File: src/verilog/ccd_pkg.sv
package ccd_pkg;

  // ----------------------------------------------------------------
  // register map
  // ----------------------------------------------------------------
  localparam logic [15:0] CCD_CTRL_ADDR = 16'he304;
  localparam int CCD_RUN_BIT = 0;
  localparam int CCD_EN_BIT = 1;
  localparam int CCD_CLR_BIT = 2;
  localparam int CCD_STAT_LSB = 4;
  localparam int CCD_STAT_MSB = 7;
  localparam logic [3:0] CCD_STATUS_RST = 4'h0;
  localparam logic [1:0] CCD_MODE_RST = 2'h0;
  localparam logic [3:0] CCD_RD_LOW_NIB = 4'h0;

  // ----------------------------------------------------------------
  // timing
  // ----------------------------------------------------------------
  localparam int CCD_CLK_PERIOD_NS = 50;
  localparam int CCD_CONT_PERIOD_NS = 122000;
  localparam int CCD_SLEEP_PERIOD_NS = 1000000;
  localparam int CCD_CONTEND_NS = 30000;
  localparam int CCD_CONT_PERIOD_CYC = CCD_CONT_PERIOD_NS / CCD_CLK_PERIOD_NS;
  localparam int CCD_SLEEP_PERIOD_CYC = CCD_SLEEP_PERIOD_NS / CCD_CLK_PERIOD_NS;
  // contention is a longest time, split over the two driven phases: floor
  localparam int CCD_PHASE_CYC = CCD_CONTEND_NS / (2 * CCD_CLK_PERIOD_NS);
  localparam int CCD_CNT_W = 15;

  // ----------------------------------------------------------------
  // types
  // ----------------------------------------------------------------
  typedef enum logic [1:0] {CCD_IDLE, CCD_FLOAT, CCD_DRIVE_LO, CCD_DRIVE_HI} ccd_phase_t;

  typedef struct packed {
    logic port1_inserted;
    logic port0_inserted;
    logic port1_writable;
    logic port0_writable;
  } ccd_status_t;

  typedef struct packed {
    logic [1:0] oe;
    logic [1:0] out;
  } ccd_pad_drive_t;

endpackage

File: src/verilog/card_sense_block.sv
`timescale 1ns/100ps
// Overview of operation
// - low pin: card writable; high: card protected; floating: no card.
// - each cycle floats the pads, then drives weakly low, then weakly high.
// - run plus enable: repeat every 122us, contending about 30us per period.
// - enable only: refresh every 1ms, contending no more than 30us.
// - writing one to control bit 2 clears the changed flag; bit write-only.
// - bits 4,5 writable and 6,7 inserted, read-only, reset 0; bit 3 unused.
// - unwritable port blocks write cycles on its chip enable.
// - any status change sets the changed flag and the shared interrupt.
// - no new change interrupt until the changed flag is cleared.
// - first enable with a card inserted raises a change interrupt.
// - protected card pad going low on power loss reports a change.
module card_sense_block
  import ccd_pkg::*;
#(
  parameter int SLEEP_PERIOD_CYC = CCD_SLEEP_PERIOD_CYC
)
(
  input wire logic mclk,
  input wire logic reset_n,
  input wire logic [15:0] io_addr,
  input wire logic io_wr,
  input wire logic io_rd,
  input wire logic [7:0] io_wdata,
  output logic [7:0] io_rdata,
  input wire logic module_changed_clear,
  input wire logic [1:0] card_sense_pins_in,
  output logic [1:0] card_sense_pins_out,
  output logic [1:0] card_sense_pins_oe,
  input wire logic [1:0] host_ce_n,
  input wire logic host_wr_n,
  output logic [1:0] card_chip_enables_n,
  output logic module_changed_flag,
  output logic shared_interrupt_request
);

  typedef struct packed {
    logic [1:0] sense_meta;
    logic [1:0] sense_sync;
    logic run_continuous_sense;
    logic sense_enable;
    ccd_phase_t phase;
    logic [CCD_CNT_W-1:0] phase_cnt;
    logic [1:0] lo_sample;
    ccd_status_t status;
    logic flag;
    ccd_pad_drive_t pad;
    logic [1:0] ce_n;
    logic [7:0] rdata;
  } ccd_state_t;

  ccd_state_t st_q;
  ccd_state_t st_d;
  logic [1:0] rst_sync_q;
  logic rst_n;
  logic tick;
  logic [CCD_CNT_W-1:0] period;
  logic reg_sel;

  // ----------------------------------------------------------------
  // reset release
  // ----------------------------------------------------------------
  always_ff @(posedge mclk or negedge reset_n) begin
    if (!reset_n) begin
      rst_sync_q <= 2'h0;
    end else begin
      rst_sync_q <= {rst_sync_q[0], 1'b1};
    end
  end

  assign rst_n = rst_sync_q[1];

  // ----------------------------------------------------------------
  // helpers
  // ----------------------------------------------------------------
  // returns {inserted, writable}; a pad that follows both weak drives floats
  function automatic logic [1:0] ccd_classify(input logic lo, input logic hi);
    if (!lo && hi) begin
      ccd_classify = 2'b00;
    end else begin
      ccd_classify = {1'b1, ~hi};
    end
  endfunction

  assign reg_sel = (io_addr == CCD_CTRL_ADDR);

  // the sleep period is in cycles to let a simulation shorten it
  assign period = st_q.run_continuous_sense ? CCD_CNT_W'(CCD_CONT_PERIOD_CYC)
                                            : CCD_CNT_W'(SLEEP_PERIOD_CYC);

  ccd_tick_div u_div (
    .mclk(mclk),
    .rst_n(rst_n),
    .run(st_q.sense_enable),
    .period(period),
    .tick(tick)
  );

  // ----------------------------------------------------------------
  // next state
  // ----------------------------------------------------------------
  always_comb begin
    logic [1:0] cls0;
    logic [1:0] cls1;
    ccd_status_t fresh;
    logic change;
    logic clr;
    cls0 = 2'b00;
    cls1 = 2'b00;
    fresh = st_q.status;
    change = 1'b0;
    clr = 1'b0;
    st_d = st_q;

    // pins are asynchronous to mclk
    st_d.sense_meta = card_sense_pins_in;
    st_d.sense_sync = st_q.sense_meta;

    if (io_wr && reg_sel) begin
      st_d.run_continuous_sense = io_wdata[CCD_RUN_BIT];
      st_d.sense_enable = io_wdata[CCD_EN_BIT];
      clr = io_wdata[CCD_CLR_BIT];
    end

    case (st_q.phase)
      CCD_IDLE: begin
        st_d.phase_cnt = '0;
        if (tick) begin
          st_d.phase = CCD_FLOAT;
        end
      end
      CCD_FLOAT: begin
        st_d.phase_cnt = st_q.phase_cnt + 1'b1;
        if (st_q.phase_cnt == CCD_CNT_W'(CCD_PHASE_CYC - 1)) begin
          st_d.phase_cnt = '0;
          st_d.phase = CCD_DRIVE_LO;
        end
      end
      CCD_DRIVE_LO: begin
        st_d.phase_cnt = st_q.phase_cnt + 1'b1;
        if (st_q.phase_cnt == CCD_CNT_W'(CCD_PHASE_CYC - 1)) begin
          st_d.phase_cnt = '0;
          st_d.lo_sample = st_q.sense_sync;
          st_d.phase = CCD_DRIVE_HI;
        end
      end
      CCD_DRIVE_HI: begin
        st_d.phase_cnt = st_q.phase_cnt + 1'b1;
        if (st_q.phase_cnt == CCD_CNT_W'(CCD_PHASE_CYC - 1)) begin
          st_d.phase_cnt = '0;
          st_d.phase = CCD_IDLE;
          cls0 = ccd_classify(st_q.lo_sample[0], st_q.sense_sync[0]);
          cls1 = ccd_classify(st_q.lo_sample[1], st_q.sense_sync[1]);
          fresh = '{port1_inserted: cls1[1], port0_inserted: cls0[1],
                    port1_writable: cls1[0], port0_writable: cls0[0]};
          change = (fresh != st_q.status);
          st_d.status = fresh;
        end
      end
      default: begin
        st_d.phase = CCD_IDLE;
      end
    endcase

    // a cycle cut short by disabling leaves the old status untouched
    if (!st_q.sense_enable) begin
      st_d.phase = CCD_IDLE;
      st_d.phase_cnt = '0;
      st_d.status = st_q.status;
      change = 1'b0;
    end

    // the flag stays up until cleared; a change in the clear cycle wins and keeps it set
    if (clr || module_changed_clear) begin
      st_d.flag = 1'b0;
    end
    if (change) begin
      st_d.flag = 1'b1;
    end

    // pad drive follows the phase being entered
    case (st_d.phase)
      CCD_DRIVE_LO: begin
        st_d.pad = '{oe: 2'b11, out: 2'b00};
      end
      CCD_DRIVE_HI: begin
        st_d.pad = '{oe: 2'b11, out: 2'b11};
      end
      default: begin
        st_d.pad = '{oe: 2'b00, out: 2'b00};
      end
    endcase

    // write cycles to a protected port never reach the card
    st_d.ce_n[0] = host_ce_n[0] | (~host_wr_n & ~st_q.status.port0_writable);
    st_d.ce_n[1] = host_ce_n[1] | (~host_wr_n & ~st_q.status.port1_writable);

    if (io_rd && reg_sel) begin
      st_d.rdata = {st_q.status, CCD_RD_LOW_NIB};
    end else begin
      st_d.rdata = 8'h00;
    end
  end

  // ----------------------------------------------------------------
  // registers
  // ----------------------------------------------------------------
  always_ff @(posedge mclk or negedge rst_n) begin
    if (!rst_n) begin
      st_q <= '0;
      st_q.phase <= CCD_IDLE;
      st_q.run_continuous_sense <= CCD_MODE_RST[CCD_RUN_BIT];
      st_q.sense_enable <= CCD_MODE_RST[CCD_EN_BIT];
      st_q.status <= CCD_STATUS_RST;
      st_q.ce_n <= 2'h3;
    end else begin
      st_q <= st_d;
    end
  end

  assign io_rdata = st_q.rdata;
  assign card_sense_pins_out = st_q.pad.out;
  assign card_sense_pins_oe = st_q.pad.oe;
  assign card_chip_enables_n = st_q.ce_n;
  assign module_changed_flag = st_q.flag;
  assign shared_interrupt_request = st_q.flag;

endmodule

File: src/verilog/ccd_tick_div.sv
`timescale 1ns/100ps
module ccd_tick_div
  import ccd_pkg::*;
(
  input wire logic mclk,
  input wire logic rst_n,
  input wire logic run,
  input wire logic [CCD_CNT_W-1:0] period,
  output logic tick
);

  typedef struct packed {
    logic [CCD_CNT_W-1:0] cnt;
    logic tick;
  } ccd_div_state_t;

  ccd_div_state_t st_q;
  ccd_div_state_t st_d;

  // ----------------------------------------------------------------
  // divider: first tick right after run rises, then one per period
  // ----------------------------------------------------------------
  always_comb begin
    st_d = st_q;
    st_d.tick = 1'b0;
    if (!run) begin
      st_d.cnt = '0;
    end else begin
      st_d.tick = (st_q.cnt == '0);
      if (st_q.cnt >= period - 1'b1) begin
        st_d.cnt = '0;
      end else begin
        st_d.cnt = st_q.cnt + 1'b1;
      end
    end
  end

  always_ff @(posedge mclk or negedge rst_n) begin
    if (!rst_n) begin
      st_q <= '0;
    end else begin
      st_q <= st_d;
    end
  end

  assign tick = st_q.tick;

endmodule
File: config.mk
export PLATFORM = sky130hd
export DESIGN_NAME = card_sense_block
export DESIGN_NICKNAME = d
export VERILOG_FILES = /design/src/verilog/ccd_pkg.sv /design/src/verilog/card_sense_block.sv /design/src/verilog/ccd_tick_div.sv
export SDC_FILE = /design/constraint.sdc
export NUM_CORES = 1
export LEC_CHECK = 0
export ABC_AREA = 0
export BUFFER_PORTS_ARGS = -buffer_cell sky130_fd_sc_hd__buf_4
export CAP_MARGIN = 10
export CORE_MARGIN = 5
export CORE_UTILIZATION = 50
export DETAILED_ROUTE_END_ITERATION = 10
export HOLD_SLACK_MARGIN = 0.03
export PLACE_DENSITY = 0.72
export SYNTH_ARGS = -nofsm -noshare
export SYNTH_HDL_FRONTEND = slang
export SYNTH_SLANG_ARGS = --single-unit
File: constraint.sdc
create_clock -name mclk -period 4.1 [get_ports mclk]
set_clock_uncertainty 0.1 [all_clocks]
set_input_delay 0.82 -clock mclk [delete_from_list [all_inputs] [get_ports mclk]]
set_output_delay 0.82 -clock mclk [all_outputs]
set_load 0.01 [all_outputs]
==> impl_metrics.py <==
metrics = {
    "sta": {
        "setup_viol": 0,
        "drv_slew": 0,
        "hold_viol_final": 0,
        "fin_setup_tns_ps": 0,
        "final.period_utilization_pct": 61.7,
        "min_period_ps": 2530,
        "slew-limit-headroom_pct": 26.8,
        "rsz0062_at_grt": "false",
        "setup_ws_ps": 1570,
        "worst_pin_slew_ps": 1090,
        "clock.fmax_ghz": 0.395,
    },
    "layout": {
        "nFillCells": 464,
        "final_cell_mix": "53 x dfrtp_1, 41 x buf_4, 21 x nor2_1",
        "drive_gt1_share_pct": 19.3,
        "final_common_cell": "dfrtp_1",
        "seq_area_um2": 1410,
        "area_growth_pct": 12.4,
        "fin_nets": 354,
        "multi_input_area_um2": 1270,
        "num_antenna_cells": 0,
    },
    "synthesis": {
        "avgSynthCellArea_um2": 10.2,
        "synth_seq_cells": 56,
        "ys_warn_count": 0,
        "synth.cell_area_um2": 2850,
        "seq_area_frac_synth_pct": 49.3,
        "ys_types": 47,
        "synthCells": 279,
        "synthArstFlopShare_pct": 100,
        "synth-edff-count": 0,
        "synth_flop_cell": "dfrtp_1",
    },
    "grt": {
        "grt_max_degree": 55,
        "grt_pass1_wl_um": 8940,
        "grt_usage_pct": 14.9,
        "grt_overflow": 0,
        "grt_pass1_vias": 1998,
        "antenna_found_initial": 0,
    },
    "die": {
        "die_w_um": 85.5,
        "die-area_um2": 7300,
        "start_util_pct": 51.7,
        "core-area_um2": 5510,
        "die_height_um": 85.5,
        "core.rowCount": 27,
        "ioPinCount": 50,
    },
    "route": {
        "drt.antenna.violating_nets": 0,
        "drt_wl_total_um": 5140,
        "vias": 2097,
        "drt_iter0_markers": 69,
        "drt-pass1-iter-count": 4,
        "via_per_inst": 5.48,
        "wire_per_inst_um": 13.4,
        "route.detailed.drc": 0,
    },
    "worst_setup_path": {
        "endpoint_kind": "flop",
        "required_ps": 4140,
        "startpoint": "st_q[23]",
        "critPathMaxFanout": 15,
        "max_stage_delay_ps": 630,
        "critPathKind": "flop to flop",
        "critical_path_arrival_ps": 2570,
        "crit_family": "simple AND/OR/NAND/NOR gates",
        "cp_num_buf_inv": 0,
        "cp_cell_sequence": "or4_1 > or4_4 > o211ai_1 > nor2_1",
        "rr_startpoint": "st_q[23]",
        "crit_slowest_cell": "or4_4",
        "crit_path_start_kind": "flop",
    },
    "cts": {
        "post_cts_buffers": 0,
        "numCtsBuffers": 5,
        "clk_pin_slew_ps": 90,
        "cts_resized": 0,
        "clock_sinks": 56,
        "hold_buffers": 0,
        "cts_tree": "yes",
        "cts_root_buf": "clkbuf_8",
        "cts_buffer_depth": 2,
        "cts_htree_levels": 2,
        "clkLatencyLatePin_ps": 300,
    },
    "placed_design": {
        "pre_cts_slack_ps": 1550,
        "gp_congestion": 0.862,
        "io_buffers": 40,
        "dp_hpwl_um": 3690,
    },
    "pwr": {
        "ir_drop_v": 0.000168,
        "p_leak_nw": 1.38,
        "p_per_area_nw_per_um2": 277,
    },
    "worst_hold_path": {
        "worst_hold_path_type": "input pin to asynchronous set/reset pin",
    },
    "run": {
        "cap_viol_max_count": 0,
    },
    "status": {
        "status": "complete, no violations",
    },
}
-- final timing paths --
path / slack, ps / end / depth (start not counted)
worst max-delay path: 1570 / st_q[31] / 4
worst min-delay path: 180 / rst_sync_q[1] / 1
worst max register to register: 1570 / st_q[31] / 4
worst min register to register: 260 / st_q[41] / 0
max in group asynchronous: 3190 / st_q[38] / 1
min in group mclk: 260 / st_q[41] / 0
-- synth_stat cells (3+ instances only) --
cell,number,area [µm²]
buf_4,16,120
dfrtp_1,54,1350
nor4bb_1,3,30.0
and2_1,5,31.3
clkbuf_1,3,11.3
nand4_1,6,37.5
nand2_1,14,52.6
nand3_1,14,70.1
nor3_1,20,100
ha_1,10,125
inv_1,11,41.3
or3_1,3,18.8
o21ai_0,11,55.1
or4_1,3,22.5
nor2b_1,3,18.8
xnor2_1,19,166
o21ai_1,5,25.0
nor2_1,21,78.8
a21oi_1,6,30.0
nor4_1,8,50.1
mux2_2,4,45.0
xor2_1,7,61.3
-- layer usage --
metal | GRT usage [%] | vias to the layer above | routed length (µm)
li1 | - | 1024 | -
met3 | 2.91 | 7 | 226
met5 | 0 | - | 0
met4 | 5.18 | 0 | 84
met1 | 17.6 | 1027 | 2190
met2 | 26.8 | 39 | 2640
-- flip-flops by register name, summed over array words and instances (netlist names) --
register,count
card_chip_enables_n,2
u_div.st_q,15
card_sense_pins_out,1
st_q,27
st_d,2
rst_sync_q,2
io_rdata,4
card_sense_pins_oe,1
module_changed_flag,1
u_div.tick,1
-- worst reg2reg max path, stage by stage (launching register included) --
cell      delay [ps]
dfrtp_1          450
or4_1            530
or4_4            630
o211ai_1         540
nor2_1           120
-- logic make-up after synthesis --
group	after synthesis	synth area share, %
AOI/OAI and AO/OA	34	7.16
xor gates and xnor gates	26	8.00
adders and majority gates	10	4.40
buffers and inverters	31	6.46
DFF	56	49.3
muxes	4	1.58
other	2	0.264
and+or+nand+nor	116	22.8
-- final cells by class --
class	count	area share (%)
clock buffers	6	2.27
repair buffers	41	9.62
clock inverters	2	0.391
multi-input cells	195	39.7
inverters	11	1.29
flip-flops and latches	56	43.9
well taps	72	2.82
-- where the power goes --
part           total [mW]  internal (mW)  switching, mW
Clock               0.287          0.120          0.167
Combinational      0.0394         0.0216         0.0178
Sequential          0.559          0.557        0.00212
Total               0.885          0.698          0.187
-- per-stage QoR --
step / utilization, % / hold slack, ps / area [µm²] / cells / power, mW
6_report: 58.1 / 181 / 3200 / 383 / 0.885
5_1_grt: 58.1 / 158 / 3200 / 383 / 0.925
4_1_cts: 58.1 / 169 / 3200 / 383 / 0.899
3_5_place_dp: 56.6 / 239 / 3110 / 375 / 0.610
3_3_place_gp: 56.6 / 232 / 3110 / 375 / 0.609
2_1_floorplan: - / 231 / 2860 / 282 / 0.588
Power figures use the tool's default switching activity.
